[src/ofc_defines.svh]
// Constants for the out-of-band flow control link
`ifndef OFC_DEFINES_SVH
`define OFC_DEFINES_SVH

// Link word sizes
`define OFC_LANES            8
`define OFC_CAL_W            16
`define OFC_STAT_W           9

// Bit counts within a frame
`define OFC_CAL_LAST         6'h0f
`define OFC_CRC_LAST         6'h03
`define OFC_STAT_LAST        6'h08
`define OFC_CAL_BITS         6'h10
`define OFC_STAT_BITS        6'h09
`define OFC_CAL_FRAME_LAST   6'h13
`define OFC_STAT_FRAME_LAST  6'h0c

// Check code
`define OFC_CRC_INIT         4'hf
`define OFC_CRC_POLY         4'h3

// Register offsets
`define OFC_ADR_CTRL         8'h00
`define OFC_ADR_TX_SNAP      8'h04
`define OFC_ADR_RX_CAL       8'h08
`define OFC_ADR_RX_STAT      8'h0c
`define OFC_ADR_EVENTS       8'h10

// Field positions and reset values
`define OFC_CTRL_RUN         0
`define OFC_CTRL_RESET       1'h0
`define OFC_EVENTS_RESET     4'h0

`endif

[src/ofc_pkg.sv]
// Types and check code step for the out-of-band flow control link
package ofc_pkg;
`include "ofc_defines.svh"

    typedef enum logic [1:0] {TX_CAL, TX_CAL_CRC, TX_STAT, TX_STAT_CRC}
        ofc_tx_phase_t;

    typedef enum logic [1:0] {RX_HUNT, RX_CAL, RX_STAT} ofc_rx_phase_t;

    typedef struct packed {
        logic                   line_clk;
        logic                   ser_bit;
        logic                   mark;
        ofc_tx_phase_t          phase;
        logic [5:0]             cnt;
        logic [15:0]            shreg;
        logic [3:0]             crc;
        logic                   with_stat;
        logic [`OFC_STAT_W-1:0] stat;
        logic [15:0]            snap_cal;
        logic                   run;
        logic [3:0]             events;
        logic                   ack;
        logic [31:0]            dat;
    } ofc_top_state_t;

    typedef struct packed {
        logic [2:0]             s1;
        logic [2:0]             s2;
        logic                   clk_d;
        ofc_rx_phase_t          phase;
        logic [5:0]             cnt;
        logic [15:0]            sh;
        logic [3:0]             crc;
        logic [15:0]            calendar;
        logic [`OFC_LANES-1:0]  lane;
        logic                   link;
        logic                   cal_upd;
        logic                   cal_err;
        logic                   st_upd;
        logic                   st_err;
    } ofc_rx_state_t;

    function automatic logic [3:0] ofc_crc_step(input logic [3:0] crc,
                                                input logic       b);
        logic fb;
        fb = crc[3] ^ b;
        ofc_crc_step = {crc[2:0], 1'b0} ^ (fb ? `OFC_CRC_POLY : 4'h0);
    endfunction

endpackage

[src/ofc_rx_core.sv]
// Receive end: samples the incoming link and recovers calendar and status
`timescale 1ns/1ps
`include "ofc_defines.svh"

module ofc_rx_core
    import ofc_pkg::*;
(
    input  wire logic                  clk_i,
    input  wire logic                  rst_i,
    input  wire logic                  oob_rx_line_clock_i,
    input  wire logic                  oob_rx_serial_bit_i,
    input  wire logic                  oob_rx_frame_mark_i,
    output logic [15:0]                calendar_o,
    output logic [`OFC_LANES-1:0]      lane_status_o,
    output logic                       link_status_o,
    output logic                       calendar_update_o,
    output logic                       calendar_error_o,
    output logic                       status_update_o,
    output logic                       status_error_o
);

    ofc_rx_state_t cur;
    ofc_rx_state_t nxt;
    logic          rise;
    logic          b;
    logic          m;
    logic [15:0]   sh;
    logic [3:0]    crc;

    ////////////////////////////////////////////////////////////////////////
    // Next state
    always_comb
    begin
        nxt      = cur;
        nxt.s1   = {oob_rx_frame_mark_i, oob_rx_serial_bit_i,
                    oob_rx_line_clock_i};
        nxt.s2   = cur.s1;
        nxt.clk_d = cur.s2[0];
        rise     = cur.s2[0] & ~cur.clk_d;
        b        = cur.s2[1];
        m        = cur.s2[2];
        sh       = cur.sh;
        crc      = cur.crc;
        nxt.cal_upd = 1'b0;
        nxt.cal_err = 1'b0;
        nxt.st_upd  = 1'b0;
        nxt.st_err  = 1'b0;
        if (rise)
        begin
            if (m)
            begin
                // Frame start restarts the receiver
                sh        = {cur.sh[14:0], b};
                crc       = ofc_crc_step(`OFC_CRC_INIT, b);
                nxt.cnt   = 6'h01;
                nxt.phase = RX_CAL;
            end
            else
            begin
                case (cur.phase)
                    RX_CAL:
                    begin
                        if (cur.cnt < `OFC_CAL_BITS)
                            sh = {cur.sh[14:0], b};
                        crc = ofc_crc_step(cur.crc, b);
                        if (cur.cnt == `OFC_CAL_FRAME_LAST)
                        begin
                            nxt.calendar = sh;
                            nxt.cal_upd  = (crc == 4'h0);
                            nxt.cal_err  = (crc != 4'h0);
                            nxt.phase    = RX_STAT;
                            nxt.cnt      = 6'h00;
                            crc          = `OFC_CRC_INIT;
                        end
                        else
                            nxt.cnt = cur.cnt + 6'h01;
                    end
                    RX_STAT:
                    begin
                        if (cur.cnt < `OFC_STAT_BITS)
                            sh = {cur.sh[14:0], b};
                        crc = ofc_crc_step(cur.crc, b);
                        if (cur.cnt == `OFC_STAT_FRAME_LAST)
                        begin
                            nxt.lane   = sh[`OFC_LANES-1:0];
                            nxt.link   = sh[`OFC_LANES];
                            nxt.st_upd = (crc == 4'h0);
                            nxt.st_err = (crc != 4'h0);
                            nxt.phase  = RX_HUNT;
                        end
                        else
                            nxt.cnt = cur.cnt + 6'h01;
                    end
                    default:
                    begin
                        nxt.phase = RX_HUNT;
                    end
                endcase
            end
        end
        nxt.sh  = sh;
        nxt.crc = crc;
    end

    always_ff @(posedge clk_i)
    begin
        if (rst_i)
            cur <= '0;
        else
            cur <= nxt;
    end

    assign calendar_o        = cur.calendar;
    assign lane_status_o     = cur.lane;
    assign link_status_o     = cur.link;
    assign calendar_update_o = cur.cal_upd;
    assign calendar_error_o  = cur.cal_err;
    assign status_update_o   = cur.st_upd;
    assign status_error_o    = cur.st_err;
endmodule

[src/ofc_link_top.sv]
// Out-of-band flow control link: transmit end, receive end, register slave
//
// Local design decisions: register access over Wishbone and the placing of the registers.
`timescale 1ns/1ps
`include "ofc_defines.svh"

module ofc_link_top
    import ofc_pkg::*;
(
    input  wire logic                  clk_i,
    input  wire logic                  rst_i,
    input  wire logic                  wb_cyc_i,
    input  wire logic                  wb_stb_i,
    input  wire logic                  wb_we_i,
    input  wire logic [7:0]            wb_adr_i,
    input  wire logic [3:0]            wb_sel_i,
    input  wire logic [31:0]           wb_dat_i,
    output logic [31:0]                wb_dat_o,
    output logic                       wb_ack_o,
    input  wire logic                  ena_status_i,
    input  wire logic [15:0]           calendar_i,
    input  wire logic [`OFC_LANES-1:0] lane_status_i,
    input  wire logic                  link_status_i,
    output logic                       oob_tx_line_clock_o,
    output logic                       oob_tx_serial_bit_o,
    output logic                       oob_tx_frame_mark_o,
    input  wire logic                  oob_rx_line_clock_i,
    input  wire logic                  oob_rx_serial_bit_i,
    input  wire logic                  oob_rx_frame_mark_i,
    output logic [15:0]                rx_calendar_o,
    output logic [`OFC_LANES-1:0]      rx_lane_status_o,
    output logic                       rx_link_status_o,
    output logic                       rx_calendar_update_o,
    output logic                       rx_calendar_error_o,
    output logic                       rx_status_update_o,
    output logic                       rx_status_error_o
);

    ofc_top_state_t cur;
    ofc_top_state_t nxt;
    logic           b;
    logic [15:0]    sh;
    logic [3:0]     crc;
    logic           req;
    logic [3:0]     ev_set;
    logic [3:0]     ev_clr;

    ////////////////////////////////////////////////////////////////////////
    // Receive end
    ofc_rx_core u_rx (
        .clk_i               (clk_i),
        .rst_i               (rst_i),
        .oob_rx_line_clock_i (oob_rx_line_clock_i),
        .oob_rx_serial_bit_i (oob_rx_serial_bit_i),
        .oob_rx_frame_mark_i (oob_rx_frame_mark_i),
        .calendar_o          (rx_calendar_o),
        .lane_status_o       (rx_lane_status_o),
        .link_status_o       (rx_link_status_o),
        .calendar_update_o   (rx_calendar_update_o),
        .calendar_error_o    (rx_calendar_error_o),
        .status_update_o     (rx_status_update_o),
        .status_error_o      (rx_status_error_o)
    );

    ////////////////////////////////////////////////////////////////////////
    // Next state
    always_comb
    begin
        nxt          = cur;
        b            = cur.ser_bit;
        sh           = cur.shreg;
        crc          = cur.crc;
        nxt.line_clk = ~cur.line_clk;
        if (cur.line_clk)
        begin
            nxt.mark = 1'b0;
            case (cur.phase)
                TX_CAL:
                begin
                    if (cur.cnt == 6'h00 && !cur.run)
                        b = 1'b0;
                    else
                    begin
                        if (cur.cnt == 6'h00)
                        begin
                            // Frame start latches the application words
                            sh            = calendar_i;
                            crc           = `OFC_CRC_INIT;
                            nxt.stat      = {link_status_i, lane_status_i};
                            nxt.with_stat = ena_status_i;
                            nxt.snap_cal  = calendar_i;
                            nxt.mark      = 1'b1;
                        end
                        b   = sh[15];
                        sh  = {sh[14:0], 1'b0};
                        crc = ofc_crc_step(crc, b);
                        if (cur.cnt == `OFC_CAL_LAST)
                        begin
                            nxt.phase = TX_CAL_CRC;
                            nxt.cnt   = 6'h00;
                        end
                        else
                            nxt.cnt = cur.cnt + 6'h01;
                    end
                end
                TX_CAL_CRC:
                begin
                    b   = crc[3];
                    crc = {crc[2:0], 1'b0};
                    if (cur.cnt == `OFC_CRC_LAST)
                    begin
                        nxt.cnt = 6'h00;
                        if (cur.with_stat)
                        begin
                            nxt.phase = TX_STAT;
                            sh        = {cur.stat, 7'h00};
                            crc       = `OFC_CRC_INIT;
                        end
                        else
                            nxt.phase = TX_CAL;
                    end
                    else
                        nxt.cnt = cur.cnt + 6'h01;
                end
                TX_STAT:
                begin
                    b   = sh[15];
                    sh  = {sh[14:0], 1'b0};
                    crc = ofc_crc_step(crc, b);
                    if (cur.cnt == `OFC_STAT_LAST)
                    begin
                        nxt.phase = TX_STAT_CRC;
                        nxt.cnt   = 6'h00;
                    end
                    else
                        nxt.cnt = cur.cnt + 6'h01;
                end
                default:
                begin
                    b   = crc[3];
                    crc = {crc[2:0], 1'b0};
                    if (cur.cnt == `OFC_CRC_LAST)
                    begin
                        nxt.phase = TX_CAL;
                        nxt.cnt   = 6'h00;
                    end
                    else
                        nxt.cnt = cur.cnt + 6'h01;
                end
            endcase
            nxt.ser_bit = b;
        end
        nxt.shreg = sh;
        nxt.crc   = crc;

        // Register slave
        req     = wb_cyc_i & wb_stb_i & ~cur.ack;
        ev_set  = {rx_status_error_o, rx_status_update_o,
                   rx_calendar_error_o, rx_calendar_update_o};
        ev_clr  = 4'h0;
        nxt.ack = req;
        if (req)
        begin
            nxt.dat = 32'h0000_0000;
            if (wb_we_i)
            begin
                if (wb_adr_i == `OFC_ADR_CTRL && wb_sel_i[0])
                    nxt.run = wb_dat_i[`OFC_CTRL_RUN];
                else if (wb_adr_i == `OFC_ADR_EVENTS && wb_sel_i[0])
                    ev_clr = wb_dat_i[3:0];
            end
            else if (wb_adr_i == `OFC_ADR_CTRL)
                nxt.dat = {31'h0000_0000, cur.run};
            else if (wb_adr_i == `OFC_ADR_TX_SNAP)
                nxt.dat = {15'h0000, cur.with_stat, cur.snap_cal};
            else if (wb_adr_i == `OFC_ADR_RX_CAL)
                nxt.dat = {16'h0000, rx_calendar_o};
            else if (wb_adr_i == `OFC_ADR_RX_STAT)
                nxt.dat = {23'h00_0000, rx_link_status_o, rx_lane_status_o};
            else if (wb_adr_i == `OFC_ADR_EVENTS)
                nxt.dat = {28'h000_0000, cur.events};
        end
        // A new event wins over a clear in the same cycle
        nxt.events = (cur.events & ~ev_clr) | ev_set;
    end

    always_ff @(posedge clk_i)
    begin
        if (rst_i)
        begin
            cur        <= '0;
            cur.run    <= `OFC_CTRL_RESET;
            cur.events <= `OFC_EVENTS_RESET;
        end
        else
            cur <= nxt;
    end

    assign oob_tx_line_clock_o = cur.line_clk;
    assign oob_tx_serial_bit_o = cur.ser_bit;
    assign oob_tx_frame_mark_o = cur.mark;
    assign wb_ack_o            = cur.ack;
    assign wb_dat_o            = cur.dat;
endmodule

[config.mk]
export PLATFORM = sky130hd
export DESIGN_NAME = ofc_link_top
export DESIGN_NICKNAME = d
export VERILOG_FILES = /design/src/ofc_pkg.sv /design/src/ofc_rx_core.sv /design/src/ofc_link_top.sv
export VERILOG_INCLUDE_DIRS = /design/src
export SDC_FILE = /design/constraint.sdc
export NUM_CORES = 1
export LEC_CHECK = 0
export BUFFER_PORTS_ARGS = -buffer_cell sky130_fd_sc_hd__buf_4
export CORE_MARGIN = 2
export CORE_UTILIZATION = 43
export CTS_CLUSTER_SIZE = 25
export DETAILED_ROUTE_END_ITERATION = 16
export MAX_ROUTING_LAYER = met4
export PLACE_DENSITY = 0.65
export RECOVER_POWER = 50
export SLEW_MARGIN = 5
export SYNTH_ARGS = -nofsm -noshare
export SYNTH_HDL_FRONTEND = slang
export SYNTH_HIERARCHICAL = 1
export SYNTH_SLANG_ARGS = --single-unit
[constraint.sdc]
create_clock -name clk_i -period 3 [get_ports clk_i]
set_input_delay 0.6 -clock clk_i [delete_from_list [all_inputs] [get_ports clk_i]]
set_output_delay 0.6 -clock clk_i [all_outputs]
set_load 0.02 [all_outputs]
Word-level counts from Yosys, hierarchy flattened
Index checks and enable logic that the tools add are counted.
{"block": "totals", "out_inout_bits": 65, "regBits": 159, "input_bits": 78}
{"block": "op_classes", "addsub": 2, "order_cmp": 2, "n_bitwise": 23, "mux": 58, "n_eq_ne": 22, "reduce_logical": 25}
{"cell": "16-bit 2-to-1 mux", "count": 11}
{"cell": "4-bit 2-to-1 mux", "count": 14}
{"cell": "17-bit 2-to-1 mux", "count": 3}
{"cell": "16-bit case mux with 3 select lines", "count": 1}
{"cell": "16-bit case mux with 2 select lines", "count": 1}
{"cell": "6-bit 2-to-1 mux", "count": 5}
{"cell": "8-bit case mux with 3 select lines", "count": 1}
{"cell": "2-bit 2-to-1 mux", "count": 11}
{"cell": "6-bit by 4-bit equality test with 1-bit output, second input constant", "count": 3}
{"cell": "9-bit 2-to-1 mux", "count": 2}
{"cell": "8-bit by 4-bit equality test with 1-bit output, second input constant", "count": 2}
{"cell": "6-bit by 1-bit adder with 6-bit output, second input constant", "count": 2}
{"cell": "4-bit case mux with 3 select lines", "count": 1}
{"cell": "6-bit case mux with 2 select lines", "count": 1}
{"cell": "3-bit AND reduction", "count": 4}
{"cell": "4-bit AND reduction", "count": 3}
{"cell": "2-bit inequality test, second input constant", "count": 5}
{"cell": "1-bit inverter", "count": 10}
{"cell": "5-bit OR reduction", "count": 2}
{"cell": "3-bit by 1-bit inequality test with 1-bit output, second input constant", "count": 3}
{"cell": "3-bit nonzero test", "count": 3}
{"cell": "8-bit by 3-bit equality test with 1-bit output, second input constant", "count": 1}
{"cell": "8-bit by 5-bit equality test with 1-bit output, second input constant", "count": 1}
{"cell": "8-bit logical NOT", "count": 1}
{"cell": "29 further kinds", "count": 41}

Logic depth before layout (Yosys ltp)
{"block": "logic_depth", "ltp_word": 10, "depth_mapped": 9, "ltp_nobuf": 7}

Hierarchy
The synthesis kept the hierarchy.
{"module": "ofc_link_top", "seq_area_each_um2": 1581.5, "cells_per_inst": 510, "n_inst": 1, "area_each_um2": 4038.9}
{"module": "ofc_rx_core", "seq_area_each_um2": 1281.2, "cells_per_inst": 348, "n_inst": 1, "area_each_um2": 2981.6}

Worst setup path before layout
OpenSTA, ideal clock, no wires.
{"block": "synth_timing", "path_kind": "in2reg", "start": "input port wb_adr_i[5]", "end": "register cur (netlist bit wb_dat_o[12])", "stages": 6, "arrival_ps": 2211, "path_buffers": 1, "setup_time_ps": 70, "t_required_ps": 2930, "path_slack_ps": 719, "cell_sequence": "or4_4 -> or3_1 -> buf_6 -> nor4b_4 -> a22oi_1 -> a21oi_1"}
{"block": "synth_between", "elab_chain_len": 5}
{"element": "start, declared", "line_no": "ofc_link_top.sv:15", "text": "input wire logic [7:0] wb_adr_i,"}
{"element": "8-bit by 4-bit equality test with 1-bit output (no source line)"}
{"element": "16-bit 2-to-1 mux", "line_no": "ofc_link_top.sv:176", "text": "else if (wb_adr_i == `OFC_ADR_RX_CAL)"}
{"element": "17-bit 2-to-1 mux", "line_no": "ofc_link_top.sv:174", "text": "else if (wb_adr_i == `OFC_ADR_TX_SNAP)"}
{"element": "17-bit 2-to-1 mux (*)", "line_no": "ofc_link_top.sv:172", "text": "else if (wb_adr_i == `OFC_ADR_CTRL)"}
{"element": "17-bit 2-to-1 mux (*)", "line_no": "ofc_link_top.sv:165", "text": "if (wb_we_i)"}
{"element": "end signal, assigned", "line_no": "ofc_link_top.sv:196", "text": "cur <= nxt;"}
{"element": "end, declared", "line_no": "ofc_link_top.sv:39", "text": "ofc_top_state_t cur;"}
Every way passes the cells marked *; elsewhere a longest branch is shown, timed or not.
A chain may end at the register's enable or synchronous reset.

Worst setup path in the final report
{"block": "layout_timing", "start": "register u_rx/cur[49] in the netlist's numbering", "end": "register u_rx.cur (netlist bit u_rx/calendar_o[4])"}
{"block": "layout_between", "elab_chain_len": 2}
{"element": "start, declared", "line_no": "ofc_rx_core.sv:22", "text": "ofc_rx_state_t cur;"}
{"element": "start signal, assigned", "line_no": "ofc_rx_core.sv:110", "text": "cur <= nxt;"}
{"element": "6-bit by 5-bit less-than comparator with 1-bit output (no source line) / 6-bit by 5-bit equality test with 1-bit output (equally long branches)"}
{"element": "16-bit 2-to-1 mux / 4-bit AND reduction (equally long branches)"}
Several ways; a longest one is shown, not always the timed one.

==> flow_metrics.tcl <==
set metrics [dict create \
    status "finished with violations" \
    violations "max-capacitance violations, max-slew violations" \
    post-route-period-util_pct 79.8 \
    core_sq_mm 0.0159 \
    cts-resized-gates 0 \
    initial_core_util_pct 44.0 \
    dp_cells 1085 \
    dieWidth_microns 132 \
    drc 0 \
    p_per_area_mw_per_mm2 522 \
    worstSetupStartpoint "u_rx/cur[49]$_SDFFE_PP0P_" \
    globalplace.congestion 0.885 \
    diodes 0 \
    reg2reg_depth 7 \
    cts.path.max_buffers 2 \
    synth_seq_area_share_pct 40.8 \
    maxCapViolCount 1 \
    area_growth_pct 11.4 \
    wl_per_cell_microns 15.7 \
    synth_area_leader_cell "dfxtp_1" \
    synth_ff_type "dfxtp_1" \
    crit_type "flop to flop" \
    dieArea_sq_mm 0.0174 \
    r2r-start "u_rx/cur[49]$_SDFFE_PP0P_" \
    cp_top_family "simple AND/OR/NAND/NOR gates" \
    grt_pass1_vias 5445 \
    drtPass1Iterations 5 \
    clk_pin_slew_worst_paths_ns 0.06 \
    clock_sinks 143 \
    worst_pin_slew_ns 1.70 \
    antenna_found_initial 0 \
    clockRootBuffer "clkbuf_16" \
    synthCells 858 \
    maxSlewViolCount 38 \
    rows 46 \
    report.final.hold_viol_count 0 \
    ys_warn_count 6 \
    synth_edf_count 0 \
    grt.overflow.total 0 \
    finalSetupTns_ns 0 \
    crit_buf_inv 1 \
    cts_tree "yes" \
    cpPeakStageDelay_ns 0.54 \
    p_leak_nw 2.64 \
    hold_depth 2 \
    async_flop_share_pct 0 \
    irDropWorstVdd_mv 0.439 \
    fmax_mhz 418 \
    groute.usage.overall_pct 21.0 \
    layout_commonest_cell "nand2_1" \
    critPathMaxFanout 34 \
    rrSetupSlack_ns 0.61 \
    startpoint_type "flop" \
    routed_via_density 5.35 \
    yosys.cell_types.count 68 \
    skew_ns 0.0135 \
    cts_buffers 17 \
    grt_pass1_wl_microns 28700 \
    fp.dieH_microns 132 \
    cp.arrival_ns 2.70 \
    ant_nets 0 \
    htreeDepth 4 \
    slew_headroom_pct -13.6 \
    hp-class "input port to flop" \
    period_needed_ns 2.39 \
    crit_chain "ha_1 > nor2b_1 > nand2_1 > nor3_4 > clkbuf_2 > nor2_1 > a311oi_1" \
    rsz0062_at_grt "no" \
    port_buffers 96 \
    netlist_area_sq_mm 0.00702 \
    drive_gt1_share_pct 11.7 \
    post_cts_buffers 0 \
    setup_viol 0 \
    clk_latency_ns 0.42 \
    whs_endpoint "u_rx/cur[62]$_SDFF_PP0_" \
    layout.nets 976 \
    synth_top_cell_area_share_pct 40.8 \
    final_cell_mix "nand2_1, dfxtp_1, nor2_1, a21oi_1" \
    endpoint_kind "flop" \
    vias 5963 \
    pin_count 143 \
    place_hpwl_microns 12600 \
    hold_start "oob_rx_serial_bit_i" \
    synth.ff_latch_count 143 \
    postCtsHoldBufs 0 \
    grt_max_degree 52 \
    required_ns 3.31 \
    critPathSlowestCell "clkbuf_2" \
    syn_area_per_cell_sq_um 8.18 \
    r2r_end "u_rx/calendar_o[4]$_SDFFE_PP0P_" \
    routed_wl_microns 17500 \
    instances_no_fill 1115 \
    ys_top_cells_by_area "dfxtp_1, nand2_1, buf_4" \
    initialDrtViolationCount 443 \
]
[how the worst max path moves through the flow]
stage / endpoint / slack (ns) / depth (start not counted)
after floorplan: wb_dat_o[12]$_SDFFE_PP0P_ / 0.72 / 6
after global placement: wb_dat_o[11]$_SDFFE_PP0P_ / 0.38 / 6
after detailed placement: wb_dat_o[15]$_SDFFE_PP0P_ / 0.36 / 6
after CTS: cur[40]$_SDFFE_PP0P_ / 0.61 / 8
after global routing: u_rx/cur[53]$_SDFFE_PP0P_ / 0.35 / 4
final: u_rx/calendar_o[4]$_SDFFE_PP0P_ / 0.61 / 7
[state kept, by name, summed over array words and instances (netlist names)]
name	cells
wb_dat_o	17
u_rx/calendar_update_o	1
u_rx/calendar_error_o	1
u_rx/b	1
u_rx/lane_status_o	8
cur	58
oob_tx_serial_bit_o	1
u_rx/cur	34
oob_tx_frame_mark_o	1
wb_ack_o	1
u_rx/link_status_o	1
u_rx/status_update_o	1
u_rx/status_error_o	1
u_rx/calendar_o	16
oob_tx_line_clock_o	1
[through the flow]
step	cell area [sq um]	setup slack, ns	util [%]	power (mW)	hold slack, ns
2_1_floorplan	7070	0.719	-	2.07	0.414
3_3_place_gp	7480	0.378	46.9	2.14	0.423
3_5_place_dp	7480	0.359	46.9	2.14	0.420
4_1_cts	8040	0.608	50.4	4.12	0.374
5_1_grt	7820	0.346	49.0	4.22	0.406
6_report	7820	0.606	49.0	4.08	0.393
[cell families after synthesis]
logic type | Yosys count | synth area share [%]
AOI/OAI and AO/OA | 227 | 21.8
xor gates and xnor gates | 3 | 0.374
adders and majority gates | 10 | 1.78
buffers and inverters | 126 | 10.6
DFF | 143 | 40.8
muxes | 17 | 2.53
other | 1 | 0.0534
and+or+nand+nor | 331 | 22.1
[worst register-to-register path: stages, from the launching register on]
cell      delay, ns
dfxtp_1        0.37
ha_1           0.19
nor2b_1        0.44
nand2_1        0.17
nor3_4         0.17
clkbuf_2       0.54
nor2_1         0.12
a311oi_1       0.29
[Yosys cell counts (4+ instances only)]
| master | count |
|---|---|
| nand2_1 | 152 |
| dfxtp_1 | 143 |
| nor2_1 | 87 |
| a21oi_1 | 74 |
| buf_4 | 59 |
| clkbuf_1 | 31 |
| a211oi_1 | 30 |
| o21ai_0 | 21 |
| a22oi_1 | 17 |
| a311oi_1 | 17 |
| nand3_1 | 15 |
| inv_1 | 14 |
| buf_2 | 13 |
| nor2b_1 | 12 |
| nor3_1 | 12 |
| a221oi_1 | 11 |
| mux2i_1 | 11 |
| a22o_1 | 10 |
| ha_1 | 10 |
| nand2b_1 | 7 |
| mux2_2 | 6 |
| nand3b_1 | 6 |
| nand4_1 | 6 |
| o31ai_1 | 6 |
| a31oi_1 | 5 |
| and3_1 | 5 |
| nor3b_1 | 5 |
| o21ai_1 | 5 |
| buf_1 | 4 |
| buf_6 | 4 |
| o21a_1 | 4 |
| or3_1 | 4 |
[per-layer routing]
metal	vias up	wire [microns]	GRT usage (%)
met3	22	783	5.00
met1	2804	7860	25.9
met4	0	259	6.10
met5	-	0	-
met2	123	8620	34.4
li1	3014	-	-
[final cells by class]
class	count	area (sq um)
clock inverters	12	123
fillers	1620	8130
clock buffers	18	429
flip-flops and latches	143	2860
repair buffers	109	616
inverters	14	52.6
multi-input cells	603	3460
well taps	216	270
[power by group]
| group | internal [mW] | leakage [nW] | switching (mW) |
|---|---|---|---|
| Combinational | 0.0678 | 1.22 | 0.112 |
| Sequential | 1.91 | 1.15 | 0.00671 |
| Clock | 1.20 | 0.271 | 0.781 |
Note: power is estimated with default switching activity, not from simulation.
